--- src/hw/rmmc_pkg.sv ---
// Shared constants, types and mode decoding for the radio mode controller.
package rmmc_pkg;

   // ************************************************************
   // Clock and timing constants.
   // ************************************************************
   localparam int CLK_FREQ_KHZ   = 40000;                              // Core clock, 40 MHz.
   localparam int SETTLE_TIME_US = 1000;                               // Delay before a new mode.
   localparam int SETTLE_CYCLES  = SETTLE_TIME_US * CLK_FREQ_KHZ / 1000; // Settle in cycles.
   localparam int RSSI_PERIOD_MS = 100;                                // Strength report period.
   localparam int RSSI_CYCLES    = RSSI_PERIOD_MS * CLK_FREQ_KHZ;      // Report period in cycles.
   localparam int SETTLE_CNT_W   = 16;                                 // Settle counter width.
   localparam int RSSI_CNT_W     = 22;                                 // Report counter width.

   // ************************************************************
   // Buffer shape.
   // ************************************************************
   localparam int FIFO_WIDTH = 8;                                      // One UART byte.
   localparam int FIFO_DEPTH = 16;                                     // Words in the buffer.

   // ************************************************************
   // Mode codes, as read from the three select pins.
   // ************************************************************
   localparam logic [2:0] MODE_RSSI  = 3'h0;                           // Strength reporting.
   localparam logic [2:0] MODE_CONT  = 3'h1;                           // Continuous transfer.
   localparam logic [2:0] MODE_SUB   = 3'h2;                           // Sub-packet transfer.
   localparam logic [2:0] MODE_CFG   = 3'h3;                           // Configuration.
   localparam logic [2:0] MODE_WAKE  = 3'h4;                           // Wake transmitter.
   localparam logic [2:0] MODE_CFG2  = 3'h5;                           // Second configuration code.
   localparam logic [2:0] MODE_SAVE  = 3'h6;                           // Power saving receive.
   localparam logic [2:0] MODE_SLEEP = 3'h7;                           // Sleep.
   localparam logic [2:0] MODE_RESET = 3'h0;                           // Mode held during reset.

   // ************************************************************
   // Rate codes, addresses and reset values.
   // ************************************************************
   localparam logic [2:0]  BAUD_9600     = 3'h3;                       // Fixed 9600 8N1 code.
   localparam logic [2:0]  RATE_RESET    = 3'h0;                       // Rate outputs at reset.
   localparam logic [15:0] ADDR_BCAST_LO = 16'h0000;                   // Broadcast address.
   localparam logic [15:0] ADDR_BCAST_HI = 16'hFFFF;                   // Broadcast address.

   // Per-mode enables driven to the UART and radio.
   typedef struct packed {
      logic uart_en;    // UART open.
      logic rx_en;      // Radio reception allowed.
      logic tx_en;      // Radio transmission allowed.
      logic cfg_en;     // Parameter configuration accepted.
      logic wake_pre;   // Wake preamble ahead of each transmission.
      logic wor_rx;     // Periodic wake-on-radio reception.
      logic sleep_en;   // Sleep.
      logic auto_rate;  // Air rate derived from the baud rate.
   } rmmc_ctrl_s;

   localparam rmmc_ctrl_s CTRL_RESET = '0;                             // All off during reset.

   // Controller states.
   typedef enum logic [2:0] {ST_INIT, ST_RUN, ST_PENDING, ST_SETTLE, ST_RECONF} rmmc_state_e;

   // Maps a mode code onto its enables.
   function automatic rmmc_ctrl_s rmmc_decode(input logic [2:0] m);
      rmmc_ctrl_s c;
      c = '0;
      unique case (m)
         MODE_RSSI:  c.uart_en = 1'b1;
         MODE_CONT:  c = '{1'b1, 1'b1, 1'b1, 1'b0, 1'b0, 1'b0, 1'b0, 1'b1};
         MODE_SUB:   c = '{1'b1, 1'b1, 1'b1, 1'b0, 1'b0, 1'b0, 1'b0, 1'b0};
         MODE_CFG:   c = '{1'b1, 1'b0, 1'b0, 1'b1, 1'b0, 1'b0, 1'b0, 1'b0};
         // Wake mode: no reception, preamble on transmit.
         MODE_WAKE:  c = '{1'b1, 1'b0, 1'b1, 1'b0, 1'b1, 1'b0, 1'b0, 1'b0};
         // Second code decodes exactly as configuration.
         MODE_CFG2:  c = '{1'b1, 1'b0, 1'b0, 1'b1, 1'b0, 1'b0, 1'b0, 1'b0};
         MODE_SAVE:  c.wor_rx = 1'b1;
         MODE_SLEEP: c.sleep_en = 1'b1;
      endcase
      return c;
   endfunction

endpackage

--- src/hw/rmmc_top.sv ---
// Byte buffer and operating-mode controller of the radio module.

// ************************************************************
// Byte FIFO with valid and ready on both sides.
// ************************************************************
module rmmc_fifo #(
   parameter int WIDTH = 8,
   parameter int DEPTH = 16
) (
   input  wire logic             clk,
   input  wire logic             rst_n,
   input  wire logic             in_valid,
   output      logic             in_ready,
   input  wire logic [WIDTH-1:0] in_data,
   output      logic             out_valid,
   input  wire logic             out_ready,
   output      logic [WIDTH-1:0] out_data
);
   localparam int AW = $clog2(DEPTH);

   logic [WIDTH-1:0] mem_q [DEPTH];   // Storage words.
   logic [AW:0]      wr_ptr_q;        // Write pointer with wrap bit.
   logic [AW:0]      rd_ptr_q;        // Read pointer with wrap bit.
   wire              empty;           // Nothing stored.
   wire              full;            // No free word.
   wire              push;            // Word accepted this cycle.
   wire              pop;             // Word leaves this cycle.

   // Full when the pointers differ only in the wrap bit.
   assign empty     = (wr_ptr_q == rd_ptr_q);
   assign full      = (wr_ptr_q[AW] != rd_ptr_q[AW]) && (wr_ptr_q[AW-1:0] == rd_ptr_q[AW-1:0]);
   assign in_ready  = !full;
   assign out_valid = !empty;
   assign push      = in_valid && !full;
   assign pop       = out_ready && !empty;
   assign out_data  = mem_q[rd_ptr_q[AW-1:0]];

   // Pointers advance on each accepted push and pop.
   always_ff @(posedge clk or negedge rst_n) begin
      if (!rst_n) begin
         wr_ptr_q <= '0;
         rd_ptr_q <= '0;
      end else begin
         if (push) wr_ptr_q <= wr_ptr_q + 1'b1;
         if (pop)  rd_ptr_q <= rd_ptr_q + 1'b1;
      end
   end

   // Storage is written without reset; empty words are never read out.
   always_ff @(posedge clk) begin
      if (push) mem_q[wr_ptr_q[AW-1:0]] <= in_data;
   end
endmodule

// ************************************************************
// Mode controller top level.
// ************************************************************
module rmmc_top
   import rmmc_pkg::*;
#(
   parameter int unsigned SETTLE_LEN = SETTLE_CYCLES,
   parameter int unsigned RSSI_LEN   = RSSI_CYCLES
) (
   input  wire logic        clk,
   input  wire logic        rst_n,
   input  wire logic        mode_select_0,
   input  wire logic        mode_select_1,
   input  wire logic        mode_select_2,
   input  wire logic        setup_done,
   input  wire logic        host_valid,
   output      logic        host_ready,
   input  wire logic [7:0]  host_data,
   output      logic        air_tx_valid,
   input  wire logic        air_tx_ready,
   output      logic [7:0]  air_tx_data,
   input  wire logic        air_tx_busy,
   input  wire logic        uart_out_busy,
   input  wire logic [7:0]  rssi_level,
   output      logic        rssi_send,
   output      logic [7:0]  rssi_byte,
   input  wire logic [2:0]  baud_sel,
   input  wire logic [2:0]  rate_setting_field,
   input  wire logic [2:0]  wor_grade,
   output      logic [2:0]  uart_baud,
   output      logic [2:0]  air_rate,
   output      logic [2:0]  wor_interval,
   input  wire logic [15:0] own_addr,
   input  wire logic [15:0] rx_dest_addr,
   output      logic        tx_broadcast,
   output      logic        rx_accept,
   output      rmmc_ctrl_s  mode_ctrl,
   output      logic [2:0]  active_mode,
   output      logic        reconf_req,
   output      logic        wake_pulse,
   output      logic        status_ready
);

   // ************************************************************
   // Pin synchronisers and edge detection.
   // ************************************************************
   logic [2:0] pin_meta_q;   // First stage, read only by the second stage.
   logic [2:0] pin_sync_q;   // Synchronised pin levels.
   logic [2:0] pin_prev_q;   // Previous synchronised levels.
   wire  [2:0] pin_fall;     // Falling edge on each pin.

   // Two stages, then a history stage for edges.
   // Pins synchronised first.
   always_ff @(posedge clk or negedge rst_n) begin
      if (!rst_n) begin
         pin_meta_q <= 3'h7;
         pin_sync_q <= 3'h7;
         pin_prev_q <= 3'h7;
      end else begin
         pin_meta_q <= {mode_select_2, mode_select_1, mode_select_0};
         pin_sync_q <= pin_meta_q;
         pin_prev_q <= pin_sync_q;
      end
   end

   // Pin 2 is the top bit.
   wire [2:0] pin_mode = pin_sync_q;
   assign pin_fall = pin_prev_q & ~pin_sync_q;

   // ************************************************************
   // Host data buffer toward the radio.
   // ************************************************************
   rmmc_ctrl_s ctrl_q;        // Enables of the mode in force.
   wire        fifo_in_rdy;   // Buffer has room.
   wire        fifo_out_vld;  // Buffer holds a byte.
   wire        fifo_out_rdy;  // Byte taken or dropped.
   wire        busy;          // Work still pending in the current mode.

   // Bytes enter only while the UART is open.
   assign host_ready   = fifo_in_rdy && ctrl_q.uart_en;
   // Without transmission the bytes are drained and dropped.
   assign fifo_out_rdy = air_tx_ready || !ctrl_q.tx_en;
   assign air_tx_valid = fifo_out_vld && ctrl_q.tx_en;

   rmmc_fifo #(
      .WIDTH (FIFO_WIDTH),
      .DEPTH (FIFO_DEPTH)
   ) u_fifo (
      .clk       (clk),
      .rst_n     (rst_n),
      .in_valid  (host_valid && ctrl_q.uart_en),
      .in_ready  (fifo_in_rdy),
      .in_data   (host_data),
      .out_valid (fifo_out_vld),
      .out_ready (fifo_out_rdy),
      .out_data  (air_tx_data)
   );

   // Unsent bytes and airing count as busy.
   // UART output of received data counts as busy.
   // Queued host bytes hold the switch.
   assign busy = fifo_out_vld || air_tx_busy || uart_out_busy;

   // ************************************************************
   // Mode switching state machine.
   // ************************************************************
   rmmc_state_e             state_q;    // Controller state.
   rmmc_state_e             state_d;    // Next controller state.
   logic [2:0]              mode_q;     // Mode in force.
   logic [2:0]              target_q;   // Mode waiting to be applied.
   logic [SETTLE_CNT_W-1:0] settle_q;   // Cycles spent settling.
   wire                     settle_end; // Settle period has run out.
   wire                     apply;      // New mode takes effect.
   wire                     leave_cfg;  // Applying leaves configuration.
   rmmc_ctrl_s              target_ctrl; // Enables of the waiting mode.

   assign settle_end = (settle_q == SETTLE_CNT_W'(SETTLE_LEN - 1));
   assign apply      = (state_q == ST_SETTLE) && !busy && (pin_mode == target_q) && settle_end;
   assign target_ctrl = rmmc_decode(target_q);
   assign leave_cfg  = ctrl_q.cfg_en && !target_ctrl.cfg_en;

   // Next state selection.
   always_comb begin
      state_d = state_q;
      unique case (state_q)
         // Initialisation holds until setup is done.
         ST_INIT:    if (setup_done) state_d = ST_RUN;
         // A pin change starts the settle period or waits for idle.
         ST_RUN:     if (pin_mode != mode_q) state_d = busy ? ST_PENDING : ST_SETTLE;
         ST_PENDING: if (!busy) state_d = ST_SETTLE;
         ST_SETTLE: begin
            if (busy) state_d = ST_PENDING;
            else if (pin_mode == mode_q) state_d = ST_RUN;
            else if (apply) state_d = leave_cfg ? ST_RECONF : ST_RUN;
         end
         ST_RECONF:  if (setup_done) state_d = ST_RUN;
      endcase
   end

   // State, target and settle counter.
   always_ff @(posedge clk or negedge rst_n) begin
      if (!rst_n) begin
         state_q  <= ST_INIT;
         target_q <= MODE_RESET;
         settle_q <= '0;
      end else begin
         state_q  <= state_d;
         target_q <= pin_mode;
         // Restart the count when busy or the pins move.
         if (state_q != ST_SETTLE || busy || pin_mode != target_q) settle_q <= '0;
         else if (!settle_end) settle_q <= settle_q + 1'b1;
      end
   end

   // Mode in force: caught at initialisation end, replaced on apply.
   always_ff @(posedge clk or negedge rst_n) begin
      if (!rst_n) begin
         mode_q <= MODE_RESET;
         ctrl_q <= CTRL_RESET;
      end else if ((state_q == ST_INIT && setup_done) || apply) begin
         mode_q <= pin_mode;
         ctrl_q <= rmmc_decode(pin_mode);
      end
   end

   assign active_mode  = mode_q;
   assign mode_ctrl    = ctrl_q;
   assign reconf_req   = (state_q == ST_RECONF);
   // Status high only when idle and initialised.
   assign status_ready = (state_q != ST_INIT) && (state_q != ST_RECONF) && !busy;

   // ************************************************************
   // Signal-strength reporting, rates and wake events.
   // ************************************************************
   logic [RSSI_CNT_W-1:0] rssi_cnt_q;  // Cycles since last report.
   wire                   rssi_due;    // Report period has run out.
   wire                   in_rssi;     // Strength mode in force.
   logic                  rssi_send_q; // One-cycle report strobe.
   logic [7:0]            rssi_byte_q; // Reported strength byte.
   logic [2:0]            baud_q;      // UART rate code.
   logic [2:0]            air_q;       // Air rate code.
   logic [2:0]            wor_q;       // Wake interval grade.
   logic                  wake_q;      // Wake event strobe.

   assign in_rssi  = (mode_q == MODE_RSSI) && (state_q != ST_INIT);
   assign rssi_due = (rssi_cnt_q == RSSI_CNT_W'(RSSI_LEN - 1));

   always_ff @(posedge clk or negedge rst_n) begin
      if (!rst_n) begin
         rssi_cnt_q  <= '0;
         rssi_send_q <= 1'b0;
         rssi_byte_q <= 8'h00;
      end else begin
         rssi_cnt_q  <= (!in_rssi || rssi_due) ? '0 : rssi_cnt_q + 1'b1;
         rssi_send_q <= in_rssi && rssi_due;
         if (in_rssi && rssi_due) rssi_byte_q <= rssi_level;
      end
   end

   // Rate and wake outputs follow the mode in force.
   always_ff @(posedge clk or negedge rst_n) begin
      if (!rst_n) begin
         baud_q <= RATE_RESET;
         air_q  <= RATE_RESET;
         wor_q  <= RATE_RESET;
         wake_q <= 1'b0;
      end else begin
         // Configuration codes fix the UART rate.
         baud_q <= ctrl_q.cfg_en ? BAUD_9600 : baud_sel;
         air_q  <= ctrl_q.auto_rate ? baud_sel : rate_setting_field;
         // Interval grade only in power saving receive.
         wor_q  <= ctrl_q.wor_rx ? wor_grade : RATE_RESET;
         // Any falling pin edge wakes from sleep.
         wake_q <= ctrl_q.sleep_en && (|pin_fall);
      end
   end

   assign rssi_send    = rssi_send_q;
   assign rssi_byte    = rssi_byte_q;
   assign uart_baud    = baud_q;
   assign air_rate     = air_q;
   assign wor_interval = wor_q;
   assign wake_pulse   = wake_q;

   // Broadcast addresses reach and hear everyone.
   wire own_bcast = (own_addr == ADDR_BCAST_LO) || (own_addr == ADDR_BCAST_HI);
   assign tx_broadcast = own_bcast;
   assign rx_accept    = own_bcast || (rx_dest_addr == own_addr);
endmodule

--- config.mk ---
export PLATFORM = sky130hd
export DESIGN_NAME = rmmc_top
export DESIGN_NICKNAME = d
export VERILOG_FILES = /design/src/hw/rmmc_pkg.sv /design/src/hw/rmmc_top.sv
export SDC_FILE = /design/constraint.sdc
export NUM_CORES = 1
export LEC_CHECK = 0
export BUFFER_PORTS_ARGS = -buffer_cell sky130_fd_sc_hd__clkbuf_2
export CAP_MARGIN = 5
export CORE_UTILIZATION = 45
export DETAILED_ROUTE_END_ITERATION = 10
export PLACE_DENSITY = 0.76
export SKIP_LAST_GASP = 1
export SYNTH_ARGS = -nofsm -noshare
export SYNTH_HDL_FRONTEND = slang
export SYNTH_SLANG_ARGS = --single-unit
--- constraint.sdc ---
create_clock -name clk -period 6.6 [get_ports clk]
set_clock_uncertainty 0.2 [all_clocks]
set_input_delay 1.65 -clock clk [delete_from_list [all_inputs] [get_ports clk]]
set_output_delay 1.65 -clock clk [all_outputs]
set_load 0.01 [all_outputs]
# ---- Word-level counts from Yosys, hierarchy flattened
# Memories as Yosys holds them, arrays and structs flattened.
# Cells that the tools add are included.
dict set report classes {
  addsub 4
  n_eq_ne 34
  muxes 23
  bitwise 2
  reduce_logical 44
}
# op count
set op_table {}
lappend op_table {{equality test 16 bit, second input constant} 2}
lappend op_table {{two-way mux 16 bit} 2}
lappend op_table {{two-way mux 3 bit} 10}
lappend op_table {{adder 22 x 1 -> 22 bit, second input constant} 1}
lappend op_table {{equality test 22 bit, second input constant} 1}
lappend op_table {{two-way mux 22 bit} 1}
lappend op_table {{equality test 3 bit, second input constant} 7}
lappend op_table {{equality test 3 x 2 -> 1 bit, second input constant} 6}
lappend op_table {{adder 16 x 1 -> 16 bit, second input constant} 1}
lappend op_table {{equality test 16 bit} 1}
lappend op_table {{logical AND 1 bit} 16}
lappend op_table {{zero test 16 bit} 1}
lappend op_table {{one-hot mux 3 bit (4 select lines)} 1}
lappend op_table {{one-hot mux 4 bit (3 select lines)} 1}
lappend op_table {{adder 5 x 1 -> 5 bit, second input constant} 2}
lappend op_table {{OR reduction 2 bit} 5}
lappend op_table {{equality test 3 x 1 -> 1 bit, second input constant} 3}
lappend op_table {{zero test 3 bit} 3}
lappend op_table {{logical OR 1 bit} 9}
lappend op_table {{two-way mux 1 bit} 7}
lappend op_table {{equality test 3 bit} 2}
lappend op_table {{zero test 1 bit} 6}
lappend op_table {{inequality test 3 bit} 2}
lappend op_table {{one-hot mux 2 bit (3 select lines)} 1}
lappend op_table {{14 further kinds} 16}
dict set report totals {
  regBits 93
  ramBits 128
  output_inout_bits 44
  memories 1
}
# memory depth width read_ports rd_ports_with_merged_regs write_ports line_no
set mem_list {}
lappend mem_list {u_fifo.mem_q 16 8 1 0 1 rmmc_top.sv:21} ;# logic [WIDTH-1:0] mem_q [DEPTH];

# ---- Longest topological paths before layout
dict set report logic_depth {
  word_depth 12
  ltp_mapped 7
  mapped_depth_nobuf 6
}

# ---- Cells and area by module
# From an unflattened synthesis, not the netlist that was laid out.
dict set report hier_totals {
  hier_cells 652
  hier_area_um2 9552.9
}
# module instances cells_per_inst area_each_um2 seq_area_each_um2
set by_module_without_submodules {}
lappend by_module_without_submodules {rmmc_fifo 1 281 5599.1 4093.9}
lappend by_module_without_submodules {rmmc_top 1 371 3953.8 2088.3}

# ---- Least setup slack after synthesis
# OpenSTA, ideal clock, no wires.
dict set report synth_path {
  path_type {input to output}
  startpoint {input port own_addr[2]}
  endpoint {output port rx_accept}
  arrival_time_ns 2.284
  required_ns 4.750
  slack_ns 2.466
  path_stages 4
  path_cell_list {xor2_1 -> nor4_1 -> nand4_1 -> nand3_1}
}
dict set report synth_between {
  elab_chain_len 3
  word_cells_on_any_way 5
  classes_between {eq/ne: 2; reduce/logical: 3}
}
# item line_no
set synth_rtl {}
lappend synth_rtl {{from (decl)} rmmc_top.sv:87} ;# input wire logic [15:0] own_addr,
lappend synth_rtl {{equality test 16 bit / zero test 16 bit (equally long branches)} rmmc_top.sv:280} ;# wire own_bcast = (own_addr == ADDR_BCAST_LO) || (own_addr == ADDR_BCAST_HI);
lappend synth_rtl {{logical OR 1 bit} rmmc_top.sv:280}
lappend synth_rtl {{logical OR 1 bit *} rmmc_top.sv:282} ;# assign rx_accept = own_bcast || (rx_dest_addr == own_addr);
lappend synth_rtl {{to (decl)} rmmc_top.sv:90} ;# output logic rx_accept,
# Mark *: on every way between the ends. The rest lies on a longest branch, timed or not.

# ---- Worst setup path in the final report
dict set report layout_path {
  startpoint {register u_fifo.rd_ptr_q[0]}
  endpoint {output port air_tx_data[4]}
}
dict set report layout_between {
  elab_chain_len 1
}
# item line_no
set layout_rtl {}
lappend layout_rtl {{from (decl)} rmmc_top.sv:23} ;# logic [AW:0] rd_ptr_q;
lappend layout_rtl {{from (signal assigned)} rmmc_top.sv:45} ;# if (pop) rd_ptr_q <= rd_ptr_q + 1'b1;
lappend layout_rtl {{memory read (16 x 8 bit)} -}
lappend layout_rtl {{to (decl)} rmmc_top.sv:75} ;# output logic [7:0] air_tx_data,
# No other way between the ends.

==> impl_metrics.toml <==
[status]
status = "complete, no violations"

[sta]
slew_headroom_pct = 22.9
setup_viol = 0
rsz0062_at_grt = "no"
hold-worst-slack_ns = 0.156
fin_crit_ns = 4.83
fin_tns_setup_ns = 0
hold_viol_final = 0
fmax_mhz = 207
maxSlewViolCount = 0
fin_crit_sh_pct = 73.2
tightest_slew_ns = 1.16

[synth]
synth-main-ff-cell = "edfxtp_1"
netlist.top_cell.by_area = "edfxtp_1"
synth_edf_count = 128
syn_inst = 605
yosys_warnings = 0
synth.distinct_cells = 46
ys_async_sr_fraction_pct = 42.1
seq_area_frac_synth_pct = 65.7
synth_area_leaders = "edfxtp_1 (41%), dfrtp_1 (22%), mux4_2 (9.6%)"
synth_nets = 679
syn_area_um2 = 9400
syn_area_per_cell_um2 = 15.5
synth_top_area_share_pct = 40.9
ys_ff_latch = 221

[min_path]
holdCritPathClass = "flip-flop to flip-flop"

[setup_path]
crit_type = "flip-flop to output pin"
critPathLaunchType = "flip-flop"
required_ns = 4.75
critPathArrivalTime_ns = 2.98
r2r_setup_slack_ns = 2.83
cp-end-kind = "output pin"
cp_max_fo = 22

[global_routing]
grt_max_degree = 78
grt_pass1_wl_mm = 29.4
track_usage_pct = 17.6
antenna_found_initial = 0
overflow = 0
grt_pass1_vias = 5440

[clock_tree]
clkTransAtPathRegs_ns = 0.06
cts_buffers = 23
post_cts_resized = 0
cts_tree = "done"
cts_buffer_depth = 3
cts_root_buf = "clkbuf_16"
post_cts_buffers = 0
clkSinkCount = 221
htreeDepth = 1
clkLatencyLatePin_ns = 0.51
hold_buffers = 0

[die]
die_h_um = 147
io_pins = 111
die_area_um2 = 21500
core_area_um2 = 20400
initial_core_util_pct = 46.2
num_rows = 52
die_w_um = 147

[flow_run]
cap_viol_max_count = 0

[power]
seqPwrFrac_pct = 43.0
p_leak_nw = 4.36
p_sw_share_pct = 27.9
combPwrFrac_pct = 23.4
powerDensity_nw_per_um2 = 380
ir_worst_vdd_mv = 0.234
p_switching_mw = 1.17
p_int_mw = 3.02
p_clk_share_pct = 33.7

[drt]
drt_iter0_markers = 280
routed_via_density = 5.42
drtAntennaViolNets = 0
firstDrtPassIters = 4
vias = 5430
post-route-drc-count = 0
wl_per_cell_um = 18.4
wl_mm = 18.4

[finish]
fillerInstances = 1623
drive_gt1_share_pct = 31.7
diodes = 0
area_growth_pct = 17.2
nets = 790

[placement]
finalWeightedCongestion = 0.824
hpwl_mm = 11.9
port_buffers = 110
## state kept, by name (all words and copies together) (netlist names), 3 cells and up
register	flops
active_mode	3
air_rate	3
mode_ctrl	8
pin_meta_q	3
pin_mode	3
pin_prev_q	3
rssi_byte	8
rssi_cnt_q	22
settle_q	16
state_q	3
target_q	3
u_fifo.mem_q	128
u_fifo.rd_ptr_q	5
u_fifo.wr_ptr_q	5
uart_baud	3
wor_interval	3
## cell usage after synthesis, types with 2 or more instances
library cell / instances
buf_2: 10
mux2_2: 13
a21boi_0: 2
nor4b_1: 2
nor3b_1: 2
inv_1: 10
nor4_2: 2
and3_1: 25
buf_6: 2
or2_2: 3
mux2_4: 9
and4_1: 8
nor2_1: 46
xor2_1: 50
dfstp_2: 9
edfxtp_1: 128
dfrtp_1: 84
nand4_1: 15
or3_1: 3
nor4_1: 10
nor2b_1: 6
nand2_1: 18
ha_1: 7
nand3b_1: 2
nand3_1: 23
xnor2_1: 19
o21ai_0: 7
and2_1: 7
mux2i_1: 2
clkbuf_1: 12
a21oi_1: 6
nor3_1: 9
nand2b_1: 2
mux4_2: 40
## cells in the final DEF (no fill, tap or decap), drive strengths merged, types with 3 or more instances in the layout
cell type,count
a21oi,6
and2,7
and3,25
and4,8
buf,4
bufinv,5
clkbuf,140
clkinv,4
dfrtp,84
dfstp,9
edfxtp,128
ha,7
inv,11
mux2,22
mux4,40
nand2,18
nand3,23
nand4,15
nor2,46
nor2b,6
nor3,9
nor4,12
o21ai,7
or2,3
or3,3
xnor2,19
xor2,50
## area by class of cell
type / count / area, µm² / area share (%)
Tap cell: 270 / 338 / 3.06
Clock inverter: 10 / 176 / 1.60
Sequential cell: 221 / 6180 / 56.1
Inverter: 10 / 37.5 / 0.341
Multi-Input combinational cell: 347 / 3050 / 27.7
Timing Repair Buffer: 113 / 576 / 5.22
Clock buffer: 31 / 658 / 5.97
## per-layer routing
| metal | global-route usage [%] | part of all wire (%) | up-vias |
|---|---|---|---|
| met4 | 5.36 | 2.2 | 0 |
| met1 | 24.8 | 45 | 2757 |
| met2 | 28.1 | 48 | 149 |
| met5 | 0 | 0 | - |
| li1 | - | - | 2490 |
| met3 | 3.16 | 5.3 | 34 |
## power groups by stage
stage          Sequential [mW]  Clock, mW  Combinational, mW
2_1_floorplan             1.74          0              0.744
3_3_place_gp              1.82          0              0.968
3_5_place_dp              1.83          0              0.988
4_1_cts                   1.80       1.43              0.995
5_1_grt                   1.83       1.50               1.05
6_report                  1.80       1.41              0.977
## through the flow
step	cells	setup slack (ns)	area, µm²	utilization, %	total power [mW]
2_1_floorplan	605	2.47	9400	-	2.48
3_3_place_gp	961	2.17	10200	50.0	2.79
3_5_place_dp	961	2.15	10200	50.0	2.82
4_1_cts	1002	1.67	11000	54.1	4.23
5_1_grt	1002	1.59	11000	54.1	4.38
6_report	1002	1.77	11000	54.1	4.19
## final timing paths
check / from / to / depth (start not counted)
hold reg to reg: pin_meta_q[1] / pin_mode[1] / 0
min in group asynchronous: rst_n / mode_ctrl[0] / 1
hold / removal: pin_meta_q[1] / pin_mode[1] / 0
setup / recovery: u_fifo.rd_ptr_q[0] / air_tx_data[4] / 4
setup reg to reg: u_fifo.rd_ptr_q[2] / u_fifo.mem_q[3][5] / 5
max in group asynchronous: rst_n / u_fifo.rd_ptr_q[0] / 2
## worst max-delay path: stages (launching register included)
cell,delay [ns]
dfrtp_2,0.84
buf_4,0.43
mux4_2,0.58
mux4_2,0.49
clkbuf_2,0.14
## cell families after synthesis
| family | after synthesis | synth area share [%] |
|---|---|---|
| adders and majority gates | 7 | 0.931 |
| muxes | 64 | 12.8 |
| xor gates and xnor gates | 69 | 6.43 |
| and+or+nand+nor | 188 | 11.0 |
| DFF | 221 | 65.7 |
| buffers and inverters | 37 | 1.82 |
| AOI/OAI and AO/OA | 19 | 1.26 |
Note: power is estimated with default switching activity, not from simulation.
